`src/core/shd_pkg.sv`:
```
package shd_pkg;
  // Register indices on the plain register port.
  localparam logic [3:0] ADR_MODE   = 4'h0;
  localparam logic [3:0] ADR_CTRL   = 4'h1;
  localparam logic [3:0] ADR_IEN    = 4'h2;
  localparam logic [3:0] ADR_FLAG   = 4'h3;
  localparam logic [3:0] ADR_IOCTL  = 4'h4;
  localparam logic [3:0] ADR_CNT    = 4'h5;
  localparam logic [3:0] ADR_CMP    = 4'h6;
  localparam logic [3:0] ADR_ACCEL  = 4'h7;
  localparam logic [3:0] ADR_CONST  = 4'h8;
  localparam logic [3:0] ADR_DECEL  = 4'h9;
  localparam logic [3:0] ADR_HOLD   = 4'hA;
  localparam logic [3:0] ADR_DELTA  = 4'hB;
  localparam logic [3:0] ADR_PDIR   = 4'hC;
  localparam logic [3:0] ADR_PDATA  = 4'hD;
  // Field positions.
  localparam int MODE_START = 7;
  localparam int MODE_GO    = 0;
  localparam int MODE_REV   = 1;
  localparam int CTRL_CCLR  = 7;
  localparam int IO_CAPTURE = 2;
  localparam int FLG_MATCH  = 0;
  localparam int FLG_DONE   = 1;
  // Values after reset.
  localparam logic [7:0]  MODE_RST  = 8'h00;
  localparam logic [7:0]  CTRL_RST  = 8'h00;
  localparam logic [1:0]  IEN_RST   = 2'h0;
  localparam logic [7:0]  IOCTL_RST = 8'h00;
  localparam logic [15:0] CMP_RST   = 16'hFFFF;
  localparam logic [15:0] CNT_RST   = 16'h0000;
  localparam logic [7:0]  PDIR_RST  = 8'h00;
  localparam logic [12:0] PSS_RST   = 13'h0000;
  // Counter clock selections.
  localparam logic [2:0] CKS_DIV1 = 3'h0;
  localparam logic [2:0] CKS_DIV2 = 3'h1;
  localparam logic [2:0] CKS_DIV4 = 3'h2;
  localparam logic [2:0] CKS_DIV8 = 3'h3;
  // Timer control layout.
  typedef struct packed {
    logic       cclr;
    logic [2:0] cks;
    logic [3:0] rsvd;
  } shd_ctrl_t;
  typedef enum { PH_IDLE, PH_ACCEL, PH_CONST, PH_DECEL, PH_HOLD } shd_phase_t;
endpackage

```
`src/core/shd_driver.sv`:
```
// Implementation choices: the placing of the registers and strobed register access.
`timescale 1ns/1ps
`default_nettype none
module shd_driver (
  // Clock and reset.
  input  wire logic        CLOCK_IN,
  input  wire logic        RST_B_IN,
  // Register port.
  input  wire logic [3:0]  ADDR_IN,
  input  wire logic [15:0] WDATA_IN,
  input  wire logic        WR_IN,
  input  wire logic        RD_IN,
  output logic      [15:0] RDATA_OUT,
  // External counter clock pin.
  input  wire logic        EXT_CLK_IN,
  // Parallel port pins.
  output logic      [7:0]  PORT_OUT,
  output logic      [7:0]  PORT_OE_OUT,
  // Interrupt request.
  output logic             IRQ_OUT
);
  logic [7:0]  mode_q;
  shd_pkg::shd_ctrl_t ctrl_q;
  logic [1:0]  ien_q;
  logic [1:0]  flag_q;
  logic [7:0]  ioctl_q;
  logic [15:0] cnt_q;
  logic [15:0] cmp_q;
  logic [15:0] accel_q;
  logic [15:0] const_q;
  logic [15:0] decel_q;
  logic [15:0] hold_q;
  logic [15:0] delta_q;
  logic [7:0]  pdir_q;
  logic [7:0]  pdata_q;
  logic [12:0] pss_q;
  logic [2:0]  ext_sync_q;
  logic [2:0]  idx_q;
  logic [15:0] rem_q;
  logic        rev_q;
  shd_pkg::shd_phase_t phase_q;
  logic        tick;
  logic        match;
  logic        step;
  logic        last;
  logic        done;
  logic        wr_cnt;
  logic        wr_cmp;
  logic        go;
  logic [3:0]  pattern;

  // Decoded strobes for registers that hardware also updates.
  assign wr_cnt = WR_IN && (ADDR_IN == shd_pkg::ADR_CNT);
  assign wr_cmp = WR_IN && (ADDR_IN == shd_pkg::ADR_CMP);
  assign go     = WR_IN && (ADDR_IN == shd_pkg::ADR_MODE) &&
                  WDATA_IN[shd_pkg::MODE_GO];

  // Plain software registers; go is a self-clearing command bit.
  always_ff @(posedge CLOCK_IN or negedge RST_B_IN) begin
    if (!RST_B_IN) begin
      mode_q  <= shd_pkg::MODE_RST;
      ctrl_q  <= shd_pkg::CTRL_RST;
      ien_q   <= shd_pkg::IEN_RST;
      ioctl_q <= shd_pkg::IOCTL_RST;
      accel_q <= 16'h0000;
      const_q <= 16'h0000;
      decel_q <= 16'h0000;
      hold_q  <= 16'h0000;
      delta_q <= 16'h0000;
      pdir_q  <= shd_pkg::PDIR_RST;
      pdata_q <= 8'h00;
    end else if (WR_IN) begin
      case (ADDR_IN)
        shd_pkg::ADR_MODE:  mode_q  <= {WDATA_IN[7:1], 1'b0};
        shd_pkg::ADR_CTRL:  ctrl_q  <= {WDATA_IN[7:4], 4'h0};
        shd_pkg::ADR_IEN:   ien_q   <= WDATA_IN[1:0];
        shd_pkg::ADR_IOCTL: ioctl_q <= WDATA_IN[7:0];
        shd_pkg::ADR_ACCEL: accel_q <= WDATA_IN;
        shd_pkg::ADR_CONST: const_q <= WDATA_IN;
        shd_pkg::ADR_DECEL: decel_q <= WDATA_IN;
        shd_pkg::ADR_HOLD:  hold_q  <= WDATA_IN;
        shd_pkg::ADR_DELTA: delta_q <= WDATA_IN;
        shd_pkg::ADR_PDIR:  pdir_q  <= WDATA_IN[7:0];
        shd_pkg::ADR_PDATA: pdata_q <= WDATA_IN[7:0];
        default: ;
      endcase
    end
  end

  always_ff @(posedge CLOCK_IN or negedge RST_B_IN) begin
    if (!RST_B_IN) begin
      pss_q <= shd_pkg::PSS_RST;
    end else begin
      pss_q <= pss_q + 13'h0001;
    end
  end

  // The external clock is synchronised; only the later stages feed the
  // edge detector, so the first stage never reaches logic directly.
  always_ff @(posedge CLOCK_IN or negedge RST_B_IN) begin
    if (!RST_B_IN) begin
      ext_sync_q <= 3'h0;
    end else begin
      ext_sync_q <= {ext_sync_q[1:0], EXT_CLK_IN};
    end
  end

  always_comb begin
    case (ctrl_q.cks)
      shd_pkg::CKS_DIV1: tick = 1'b1;
      shd_pkg::CKS_DIV2: tick = pss_q[0];
      shd_pkg::CKS_DIV4: tick = &pss_q[1:0];
      shd_pkg::CKS_DIV8: tick = &pss_q[2:0];
      default:           tick = ext_sync_q[1] && !ext_sync_q[2];
    endcase
  end

  // Equality taken on the counter tick, so a period is cmp+1 ticks.
  assign match = tick && mode_q[shd_pkg::MODE_START] && (cnt_q == cmp_q);

  always_ff @(posedge CLOCK_IN or negedge RST_B_IN) begin
    if (!RST_B_IN) begin
      cnt_q <= shd_pkg::CNT_RST;
    end else if (wr_cnt) begin
      cnt_q <= WDATA_IN;
    end else if (match && ctrl_q.cclr) begin
      cnt_q <= 16'h0000;
    end else if (tick && mode_q[shd_pkg::MODE_START]) begin
      cnt_q <= cnt_q + 16'h0001;
    end
  end

  // Sticky flags; a set in the clearing read's cycle survives.
  always_ff @(posedge CLOCK_IN or negedge RST_B_IN) begin
    if (!RST_B_IN) begin
      flag_q <= 2'h0;
    end else begin
      if (match) begin
        flag_q[shd_pkg::FLG_MATCH] <= 1'b1;
      end else if (RD_IN && (ADDR_IN == shd_pkg::ADR_FLAG)) begin
        flag_q[shd_pkg::FLG_MATCH] <= 1'b0;
      end
      if (done) begin
        flag_q[shd_pkg::FLG_DONE] <= 1'b1;
      end else if (RD_IN && (ADDR_IN == shd_pkg::ADR_FLAG)) begin
        flag_q[shd_pkg::FLG_DONE] <= 1'b0;
      end
    end
  end

  assign IRQ_OUT = |(flag_q & ien_q);

  // Steps follow compare matches only in output-compare mode.
  assign step = match && !ioctl_q[shd_pkg::IO_CAPTURE];
  assign last = (rem_q <= 16'h0001);
  assign done = step && (phase_q == shd_pkg::PH_HOLD) && last;

  // Profile sequencer: accelerate, cruise, decelerate, hold, idle.
  always_ff @(posedge CLOCK_IN or negedge RST_B_IN) begin
    if (!RST_B_IN) begin
      phase_q <= shd_pkg::PH_IDLE;
      rem_q   <= 16'h0000;
      rev_q   <= 1'b0;
    end else if (go) begin
      phase_q <= shd_pkg::PH_ACCEL;
      rem_q   <= accel_q;
      rev_q   <= WDATA_IN[shd_pkg::MODE_REV];
    end else if (step) begin
      case (phase_q)
        shd_pkg::PH_ACCEL: begin
          phase_q <= last ? shd_pkg::PH_CONST : shd_pkg::PH_ACCEL;
          rem_q   <= last ? const_q : rem_q - 16'h0001;
        end
        shd_pkg::PH_CONST: begin
          phase_q <= last ? shd_pkg::PH_DECEL : shd_pkg::PH_CONST;
          rem_q   <= last ? decel_q : rem_q - 16'h0001;
        end
        shd_pkg::PH_DECEL: begin
          phase_q <= last ? shd_pkg::PH_HOLD : shd_pkg::PH_DECEL;
          rem_q   <= last ? hold_q : rem_q - 16'h0001;
        end
        shd_pkg::PH_HOLD: begin
          phase_q <= last ? shd_pkg::PH_IDLE : shd_pkg::PH_HOLD;
          rem_q   <= last ? 16'h0000 : rem_q - 16'h0001;
        end
        default: ;
      endcase
    end
  end

  // Compare register: software writes win; the profile retunes the period
  // once per accelerate or decelerate step, and saturates rather than wrapping to a wrong speed.
  always_ff @(posedge CLOCK_IN or negedge RST_B_IN) begin
    if (!RST_B_IN) begin
      cmp_q <= shd_pkg::CMP_RST;
    end else if (wr_cmp) begin
      cmp_q <= WDATA_IN;
    end else if (step && (phase_q == shd_pkg::PH_ACCEL)) begin
      cmp_q <= (cmp_q > delta_q) ? cmp_q - delta_q : 16'h0001;
    end else if (step && (phase_q == shd_pkg::PH_DECEL)) begin
      cmp_q <= (16'hFFFF - cmp_q > delta_q) ? cmp_q + delta_q : 16'hFFFF;
    end
  end

  // Pattern index moves one way per step in accelerate, cruise and decelerate, both runs.
  always_ff @(posedge CLOCK_IN or negedge RST_B_IN) begin
    if (!RST_B_IN) begin
      idx_q <= 3'h0;
    end else if (step && (phase_q == shd_pkg::PH_ACCEL ||
                          phase_q == shd_pkg::PH_CONST ||
                          phase_q == shd_pkg::PH_DECEL)) begin
      idx_q <= rev_q ? idx_q - 3'h1 : idx_q + 3'h1;
    end
  end

  // Half-step table, bit order A, B, notA, notB.
  always_comb begin
    case (idx_q)
      3'h0:    pattern = 4'h1;
      3'h1:    pattern = 4'h3;
      3'h2:    pattern = 4'h2;
      3'h3:    pattern = 4'h6;
      3'h4:    pattern = 4'h4;
      3'h5:    pattern = 4'hC;
      3'h6:    pattern = 4'h8;
      default: pattern = 4'h9;
    endcase
  end

  // Pattern drives the low port nibble, high bits are data.
  always_ff @(posedge CLOCK_IN or negedge RST_B_IN) begin
    if (!RST_B_IN) begin
      PORT_OUT <= 8'h00;
    end else begin
      PORT_OUT <= {pdata_q[7:4], pattern};
    end
  end
  assign PORT_OE_OUT = pdir_q;

  // Read data stands in the cycle after the strobe; unmapped reads zero.
  always_ff @(posedge CLOCK_IN or negedge RST_B_IN) begin
    if (!RST_B_IN) begin
      RDATA_OUT <= 16'h0000;
    end else if (RD_IN) begin
      case (ADDR_IN)
        shd_pkg::ADR_MODE:  RDATA_OUT <= {8'h00, mode_q};
        shd_pkg::ADR_CTRL:  RDATA_OUT <= {8'h00, ctrl_q};
        shd_pkg::ADR_IEN:   RDATA_OUT <= {14'h0000, ien_q};
        shd_pkg::ADR_FLAG:  RDATA_OUT <= {14'h0000, flag_q};
        shd_pkg::ADR_IOCTL: RDATA_OUT <= {8'h00, ioctl_q};
        shd_pkg::ADR_CNT:   RDATA_OUT <= cnt_q;
        shd_pkg::ADR_CMP:   RDATA_OUT <= cmp_q;
        shd_pkg::ADR_ACCEL: RDATA_OUT <= accel_q;
        shd_pkg::ADR_CONST: RDATA_OUT <= const_q;
        shd_pkg::ADR_DECEL: RDATA_OUT <= decel_q;
        shd_pkg::ADR_HOLD:  RDATA_OUT <= hold_q;
        shd_pkg::ADR_DELTA: RDATA_OUT <= delta_q;
        shd_pkg::ADR_PDIR:  RDATA_OUT <= {8'h00, pdir_q};
        shd_pkg::ADR_PDATA: RDATA_OUT <= {8'h00, PORT_OUT};
        default:            RDATA_OUT <= 16'h0000;
      endcase
    end else begin
      RDATA_OUT <= 16'h0000;
    end
  end

  // Checks on the behaviour above.
  match_sets_flag_a: assert property (@(posedge CLOCK_IN)
    disable iff (!RST_B_IN) match |=> flag_q[shd_pkg::FLG_MATCH])
    else $error("Compare match did not set the flag.");

  flag_holds_a: assert property (@(posedge CLOCK_IN)
    disable iff (!RST_B_IN)
    flag_q[0] && !(RD_IN && ADDR_IN == shd_pkg::ADR_FLAG) |=> flag_q[0])
    else $error("Match flag dropped without a clearing read.");

  irq_gating_a: assert property (@(posedge CLOCK_IN)
    disable iff (!RST_B_IN)
    flag_q[0] && ien_q[0] |-> IRQ_OUT)
    else $error("Enabled match flag gave no interrupt.");

  stop_freezes_cnt_a: assert property (@(posedge CLOCK_IN)
    disable iff (!RST_B_IN)
    !mode_q[shd_pkg::MODE_START] && !wr_cnt |=> $stable(cnt_q))
    else $error("Counter moved while stopped.");

  forward_step_a: assert property (@(posedge CLOCK_IN)
    disable iff (!RST_B_IN)
    step && !rev_q && !go && phase_q == shd_pkg::PH_CONST
    |=> idx_q == $past(idx_q) + 3'h1)
    else $error("Forward step did not advance the pattern.");

  reverse_step_a: assert property (@(posedge CLOCK_IN)
    disable iff (!RST_B_IN)
    step && rev_q && !go && phase_q == shd_pkg::PH_CONST
    |=> idx_q == $past(idx_q) - 3'h1)
    else $error("Reverse step did not move back one pattern.");

  hold_keeps_pattern_a: assert property (@(posedge CLOCK_IN)
    disable iff (!RST_B_IN)
    phase_q == shd_pkg::PH_HOLD && !go |=> ##1 $stable(PORT_OUT[3:0]))
    else $error("Pattern changed during hold.");

  accel_shortens_a: assert property (@(posedge CLOCK_IN)
    disable iff (!RST_B_IN)
    step && phase_q == shd_pkg::PH_ACCEL && !wr_cmp && !go
    && cmp_q > delta_q |=> cmp_q == $past(cmp_q) - $past(delta_q))
    else $error("Acceleration did not shorten the period.");

  const_keeps_period_a: assert property (@(posedge CLOCK_IN)
    disable iff (!RST_B_IN)
    phase_q == shd_pkg::PH_CONST && !wr_cmp |=> $stable(cmp_q))
    else $error("Period changed while cruising.");

  port_follows_a: assert property (@(posedge CLOCK_IN)
    disable iff (!RST_B_IN)
    step |-> ##2 PORT_OUT[3:0] == pattern)
    else $error("Port did not present the pattern.");
endmodule
`default_nettype wire

```
`config.mk`:
```
export PLATFORM = sky130hd
export DESIGN_NAME = shd_driver
export DESIGN_NICKNAME = d
export VERILOG_FILES = /design/src/core/shd_pkg.sv /design/src/core/shd_driver.sv
export SDC_FILE = /design/constraint.sdc
export NUM_CORES = 1
export LEC_CHECK = 0
export ABC_AREA = 1
export BUFFER_PORTS_ARGS = -buffer_cell sky130_fd_sc_hd__buf_4
export CAP_MARGIN = 20
export CORE_MARGIN = 3
export CORE_UTILIZATION = 42
export CTS_CLUSTER_DIAMETER = 60
export DETAILED_ROUTE_END_ITERATION = 16
export SLEW_MARGIN = 20
export SYNTH_ARGS = -nofsm -noshare
export SYNTH_HDL_FRONTEND = slang
export SYNTH_SLANG_ARGS = --single-unit
```
`constraint.sdc`:
```
create_clock -name CLOCK_IN -period 2.2 [get_ports CLOCK_IN]
set_clock_uncertainty 0.1 [all_clocks]
set_input_delay 0.22 -clock CLOCK_IN [delete_from_list [all_inputs] [get_ports CLOCK_IN]]
set_output_delay 0.22 -clock CLOCK_IN [all_outputs]
set_load 0.02 [all_outputs]
```
======== After elaboration in Yosys (flattened, before gate mapping) ========
Cells that the tools add are included.
cells by class
  reductions and logical operators ........ 43
  equal/unequal tests ..................... 31
  $add $sub $neg .......................... 8
  magnitude comparators ................... 3
  bitwise logic cells ..................... 1
  muxes and demuxes ....................... 30
operators with widths
  cell                                                   number
  two-way mux 16 bit                                     15
  case mux 16 bit (14 select lines)                      1
  case mux 32 bit (4 select lines)                       1
  == test 32 x 2 -> 1 bit (second input constant)        3
  == test 32 x 3 -> 1 bit (second input constant)        3
  two-way mux 32 bit                                     2
  case mux 16 bit (4 select lines)                       1
  == test 32 x 1 -> 1 bit (second input constant)        1
  == test 32 x 4 -> 1 bit (second input constant)        1
  > comparator 16 bit                                    2
  case mux 4 bit (7 select lines)                        1
  AND reduction 2 bit                                    13
  == test 4 bit (second input constant)                  6
  adder 16 x 1 -> 16 bit (second input constant)         1
  adder 16 bit                                           1
  == test 16 bit                                         1
  == test 4 x 3 -> 1 bit (second input constant)         4
  <= comparator 16 x 1 -> 1 bit (second input constant)  1
  subtractor 16 x 1 -> 16 bit (second input constant)    1
  subtractor 16 bit                                      1
  subtractor 16 bit (first input constant)               1
  logical AND 1 bit                                      15
  adder 13 x 1 -> 13 bit (second input constant)         1
  == test 3 x 2 -> 1 bit (second input constant)         4
  20 further kinds                                       35
storage, ports and cells
  bits of input ports ..................... 25
  output and inout port bits .............. 33
  word-level logic and storage cells ...... 140
  register bits after elaboration ......... 243

======== Longest topological paths before layout ========
  depth after elaboration ................. 10
  gate-level depth with buffers ........... 17
  depth with buffers taken out ............ 17

======== Least setup slack after synthesis ========
OpenSTA, ideal clock, no wires.
  kind .................................... reg2reg
  start ................................... register cmp_q[0]
  end ..................................... register cmp_q[10]
  arrival ................................. 2.228 ns
  path slack .............................. -0.188 ns
  clock period less this slack ............ 2.388 ns
  buffers on the path ..................... 1
  data required time ...................... 2.040 ns
  stages on the path, launching flop included .. 18
  library setup time ...................... 0.060 ns
  cell sequence ........................... dfstp_2 -> inv_1 -> ha_1 -> fa_1 -> inv_1 -> nand3_1 -> nand2_1 -> nand3_1 -> nand2_1 -> nand2_1 -> nand2_1 -> nand2_2 -> nor2_4 -> buf_6 -> nand2_1 -> nand2_1 -> nand2_1 -> nand2_1
on the way
  longest elaborated chain between the ends .. 6
  elaborated cells on any way between the ends .. 16
  classes of those cells .................. add/sub: 3; order compare: 2; eq/ne: 1; mux: 5; reduce/logical: 5
ends and longest elaborated chain
  item                                                             line                                  RTL
  from (decl)                                                      shd_driver.sv:28                      logic [15:0] cmp_q;
  from (signal assigned)                                           shd_driver.sv:195                     cmp_q <= shd_pkg::CMP_RST;
  from (signal assigned)                                           shd_driver.sv:199                     cmp_q <= (cmp_q > delta_q) ? cmp_q - delta_q : 16'h0001;
  from (signal assigned)                                           shd_driver.sv:201                     cmp_q <= (16'hFFFF - cmp_q > delta_q) ? cmp_q + delta_q : 16'hFFFF;
  subtractor 16 bit / == test 16 bit (equally long branches)       shd_driver.sv:201, shd_driver.sv:119
  > comparator 16 bit / logical AND 1 bit (equally long branches)  shd_driver.sv:201, shd_driver.sv:119
  two-way mux 16 bit / logical AND 1 bit (equally long branches)   shd_driver.sv:201, shd_driver.sv:154
  two-way mux 16 bit / logical AND 1 bit (equally long branches)   shd_driver.sv:200, shd_driver.sv:198
  two-way mux 16 bit                                               shd_driver.sv:198                     end else if (step && (phase_q == shd_pkg::PH_ACCEL)) begin
  two-way mux 16 bit                                               shd_driver.sv:196                     end else if (wr_cmp) begin
Parallel ways exist; a longest one is shown, timed or not. The select of a mux whose other input is x is not followed.
A chain may end at the register's enable or synchronous reset.

======== Final worst setup path ========
  start ................................... register cmp_q[0]
  end ..................................... register cmp_q[0]
Same word-level chain as after synthesis.

==> reports/results.md <==
| Item | This run | Unit |
|:---|:---|:---|
| Cell taking the most area after synthesis | sky130_fd_sc_hd__dfrtp_1 | - |
| Type of element capturing the critical path | register | - |
| Mean instance size in the synthesized netlist | 7.45 | sq um |
| Launching element type of the critical path | register | - |
| Initial detailed-routing violation count | 1238 | - |
| Global placer's final weighted congestion | 0.990 | - |
| Filler-free cell count of the finished design | 2370 | - |
| Sequential cell area | 0.00502 | sq mm |
| Dominant combinational cell family by area after synthesis | simple AND/OR/NAND/NOR gates | - |
| Multi-input gate area in the final layout | 0.00699 | sq mm |
| Max-slew violations | 0 | - |
| Rows | 62 | - |
| Ports placed on the boundary | 58 | - |
| # Max-Cap Violations | 0 | - |
| TritonCTS clock tree | done | - |
| Horiz. Die Dim | 179 | microns |
| Synthesized-area fraction occupied by adder cells | 0.0596 | - |
| Core Box Area | 0.0292 | sq mm |
| Gate Count Post-Synth | 1697 | - |
| Growth of design area from synthesis to finish | 31.0 | % |
| IO buf count | 57 | - |
| Sequential fraction of the synthesis area | 0.398 | - |
| Clk_lat worst skew | 0.45 | ns |
| Sink count of the clock tree | 200 | - |
| Fmax | 0.415 | GHz |
| Maximum number of pins on one net before global-route repair | 54 | - |
| Leakage power total | 8.09 | nW |
| Post-Synth Simple-Gate Area | 0.247 | - |
| Wire length of the first global-routing pass | 70.9 | mm |
| Worst R2R Path Depth | 18 | - |
| Final hold violations | 0 | - |
| Net switching component of the power | 6.65 | mW |
| Clock transition at the registers of the reported paths | 0.09 | ns |
| Complex-gate fraction of the synthesized area | 0.169 | - |
| Clock network fraction of total power | 0.216 | - |
| Initial antenna violation count | 0 | - |
| Outcome | complete, but fails checks | - |
| Final Critical Period | 2.41 | ns |
| Synthesized Nets | 1781 | - |
| Number of nets in the layout | 2057 | - |
| Final worst slack | -0.207 | ns |
| Crit path arrival time | 2.68 | ns |
| Number of stages on the worst hold path | 3 | - |
| Yosys reg bits | 200 | - |
| Buffer cell driving the clock tree root | sky130_fd_sc_hd__clkbuf_16 | - |
| Area fraction of the dominant cell type after synthesis | 0.364 | - |
| Die H | 179 | microns |
| Leading cell types in the layout, fill and taps excluded | 448 x sky130_fd_sc_hd__nand2_1, 278 x sky130_fd_sc_hd__buf_4, 203 x sky130_fd_sc_hd__inv_1 | - |
| Total die area | 0.0322 | sq mm |
| Top cells by area in the synthesized netlist | sky130_fd_sc_hd__dfrtp_1 36%, sky130_fd_sc_hd__nand2_1 14%, sky130_fd_sc_hd__o21ai_0 7.2% | - |
| Worst min-delay path endpoint | cnt_q[12]$_DFFE_PN0P_ | - |
| Slack of the worst reg-to-reg path | -0.21 | ns |
| Worst Max-Slew Pin Slew | 0.761 | ns |
| Inst Count DP | 2301 | - |
| Startpoint of the worst-slack reg-to-reg timing path | cmp_q[0]$_DFFE_PN1P_ | - |
| Proportion of power drawn by flip-flops and latches | 0.319 | - |
| Multiplexer share of the synthesized area | 0.000891 | - |
| Via count of the first global-routing pass | 12635 | - |
| Vias per inst | 5.48 | - |
| Max rail drop VDD | 498 | uV |
| Inserted Clock Buffers | 17 | - |
| Antenna Nets Post-Route | 0 | - |
| Global router's overall resource usage | 0.277 | - |
| Syn Std Cell Area | 0.0126 | sq mm |
| Most frequent standard cell in the layout excluding fill and tap cells | sky130_fd_sc_hd__nand2_1 | - |
| Internal Dissipation | 9.32 | mW |
| Reg-to-reg critical path endpoint | cmp_q[0]$_DFFE_PN1P_ | - |
| Count of synthesis-stage warnings from yosys | 0 | - |
| Async set or reset register ratio after synthesis | 1.00 | - |
| Dpl cell area | 0.0150 | sq mm |
| Failing checks | setup timing | - |
| Clk buf depth | 2 | - |
| Routed wirelength normalized by instance count | 19.5 | microns |
| Fraction of power spent switching nets | 0.416 | - |
| Classification of the worst setup path | reg -> reg | - |
| Worst path required time | 2.48 | ns |
| # H-tree levels | 4 | - |
| Detailed Route WL | 46.3 | mm |
| Post-route design area | 0.0166 | sq mm |
| Synth Flop Type | sky130_fd_sc_hd__dfrtp_1 | - |
| Synth Area in XOR/XNOR | 0.0326 | - |
| Critical hold path startpoint | WDATA_IN[12] | - |
| Initial core utilization | 0.433 | - |
| Count of cell types in the netlist | 51 | - |
| PD cells | 964 | mW/mm^2 |
| EDFF count, synth | 0 | - |
| Detailed Place HPWL | 35.5 | mm |
| CP Max Fanout | 3 | - |
| Period utilisation layout | 1.09 | - |
| Vias post-DR | 12996 | - |
| Fin Setup TNS | -2.62 | ns |
| Congestion Overflow GR | 0 | - |
| Number of remaining DRC errors | 0 | - |
| Unrepaired setup endpoints after global routing | yes | - |
| Antenna Cells | 0 | - |
| Slew margin rel. | 0.491 | - |
| Detailed-routing iteration count for the pre-antenna-repair pass | 6 | - |
| Proportion of power drawn by combinational gates | 0.465 | - |
| Count of final setup violators | 18 | - |
| Hold crit path type | in -> reg | - |
| Proportion of layout cells with a drive suffix above 1 | 0.248 | - |
| Fillers | 2783 | - |
## power by group through the flow
stage,registers (mW),logic [mW],clock network (mW)
after floorplan,5.08,3.59,0
after global placement,5.10,6.56,0
after detailed placement,5.11,6.59,0
after CTS,5.06,6.97,3.48
after global routing,5.17,8.09,3.66
final,5.09,7.42,3.45
## layer usage
| metal | wire length (microns) | vias up | GRT usage |
|---|---|---|---|
| met5 | 0 | - | 0 |
| met4 | 1880 | 0 | 0.104 |
| met3 | 3070 | 95 | 0.0410 |
| met2 | 20900 | 558 | 0.443 |
| met1 | 20500 | 6213 | 0.384 |
| li1 | - | 6130 | - |
## sequential cells by signal (all words and copies together) (netlist names), 16 cells and up
signal	flops
cnt_q	16
cmp_q	16
const_q	16
rem_q	16
delta_q	16
RDATA_OUT	16
decel_q	16
accel_q	16
hold_q	16
## logic make-up after synthesis
family | Yosys count
xor gates and xnor gates | 47
buffers and inverters | 289
muxes | 1
adders and majority gates | 59
DFF | 200
AOI/OAI and AO/OA | 367
and+or+nand+nor | 734
## how the worst max path moves through the flow
stage,startpoint,slack [ns],endpoint
3_3_place_gp,cmp_q[14]$_DFFE_PN1P_,-0.30,cmp_q[6]$_DFFE_PN1P_
5_1_grt,cmp_q[0]$_DFFE_PN1P_,-0.32,cmp_q[11]$_DFFE_PN1P_
3_5_place_dp,cmp_q[15]$_DFFE_PN1P_,-0.23,cmp_q[6]$_DFFE_PN1P_
4_1_cts,cmp_q[0]$_DFFE_PN1P_,-0.18,cmp_q[11]$_DFFE_PN1P_
2_1_floorplan,cmp_q[0]$_DFFE_PN1P_,-0.02,cmp_q[10]$_DFFE_PN1P_
6_report,cmp_q[0]$_DFFE_PN1P_,-0.21,cmp_q[0]$_DFFE_PN1P_
## worst max-delay path, stage by stage (launching register included)
cell and delay, ns:
sky130_fd_sc_hd__dfstp_2 0.56, sky130_fd_sc_hd__inv_2 0.05, sky130_fd_sc_hd__ha_4 0.16, sky130_fd_sc_hd__fa_2 0.37, sky130_fd_sc_hd__inv_2 0.06, sky130_fd_sc_hd__nand3_2 0.08
sky130_fd_sc_hd__nand2_4 0.09, sky130_fd_sc_hd__nand3_2 0.06, sky130_fd_sc_hd__nand2_2 0.09, sky130_fd_sc_hd__nand2_1 0.05, sky130_fd_sc_hd__nand2_1 0.07, sky130_fd_sc_hd__nand2_2 0.09
sky130_fd_sc_hd__buf_4 0.15, sky130_fd_sc_hd__inv_2 0.05, sky130_fd_sc_hd__nand2_1 0.04, sky130_fd_sc_hd__nand2_1 0.07, sky130_fd_sc_hd__nand2_1 0.07, sky130_fd_sc_hd__nand2_2 0.07
sky130_fd_sc_hd__nand2_1 0.06
## stage by stage
| step | hold slack, ns | setup WS [ns] | power [mW] | utilization |
|---|---|---|---|---|
| 5_1_grt | 0.00467 | -0.317 | 16.9 | 0.568 |
| 3_3_place_gp | 0.118 | -0.296 | 11.7 | 0.515 |
| 2_1_floorplan | -0.176 | -0.0236 | 8.67 | - |
| 6_report | 0.0180 | -0.207 | 16.0 | 0.568 |
| 4_1_cts | 0.00860 | -0.179 | 15.5 | 0.553 |
| 3_5_place_dp | 0.122 | -0.233 | 11.7 | 0.515 |
## final cells by class
type | count | area share
multi-input cells | 1209 | 0.422
clock inverters | 15 | 0.0128
repair buffers | 315 | 0.154
well taps | 384 | 0.0290
flip-flops and latches | 200 | 0.303
repair inverters | 1 | 0.000680
clock buffers | 17 | 0.0257
inverters | 229 | 0.0528
## timing repair
item / 4_1_cts / 5_1_grt
pin swaps: 13 / 28
cloned: 0 / 2
setup endpoints to repair: 44 / 55
hold buffers: 13 / 0
hold endpoints to repair: 69 / 0
resized for setup: 63 / 88
buffers inserted: 7 / 15
## synth_stat cells, types with 3 or more instances
cell type and instances:
sky130_fd_sc_hd__nor2_2 6, sky130_fd_sc_hd__nand2_2 8, sky130_fd_sc_hd__o21a_1 4, sky130_fd_sc_hd__xnor2_1 9, sky130_fd_sc_hd__a221oi_1 28, sky130_fd_sc_hd__ha_1 57
sky130_fd_sc_hd__buf_4 7, sky130_fd_sc_hd__clkinv_1 5, sky130_fd_sc_hd__nand2_1 473, sky130_fd_sc_hd__a21oi_1 71, sky130_fd_sc_hd__nand3_1 80, sky130_fd_sc_hd__or2_2 3
sky130_fd_sc_hd__xor2_1 38, sky130_fd_sc_hd__buf_6 7, sky130_fd_sc_hd__nor3_2 3, sky130_fd_sc_hd__a22o_1 3, sky130_fd_sc_hd__nor2_4 5, sky130_fd_sc_hd__nand4_1 33
sky130_fd_sc_hd__o221ai_1 4, sky130_fd_sc_hd__nor3_1 13, sky130_fd_sc_hd__a22oi_1 7, sky130_fd_sc_hd__nor4_1 3, sky130_fd_sc_hd__o21ai_1 3, sky130_fd_sc_hd__o21ai_0 182
sky130_fd_sc_hd__clkbuf_1 28, sky130_fd_sc_hd__nor2_1 100, sky130_fd_sc_hd__o211ai_1 11, sky130_fd_sc_hd__o21bai_1 7, sky130_fd_sc_hd__dfrtp_1 184, sky130_fd_sc_hd__o2111ai_1 4
sky130_fd_sc_hd__inv_2 10, sky130_fd_sc_hd__dfstp_2 16, sky130_fd_sc_hd__o22ai_1 33, sky130_fd_sc_hd__inv_1 214, sky130_fd_sc_hd__buf_2 17
Note: power is estimated with default switching activity, not from simulation.
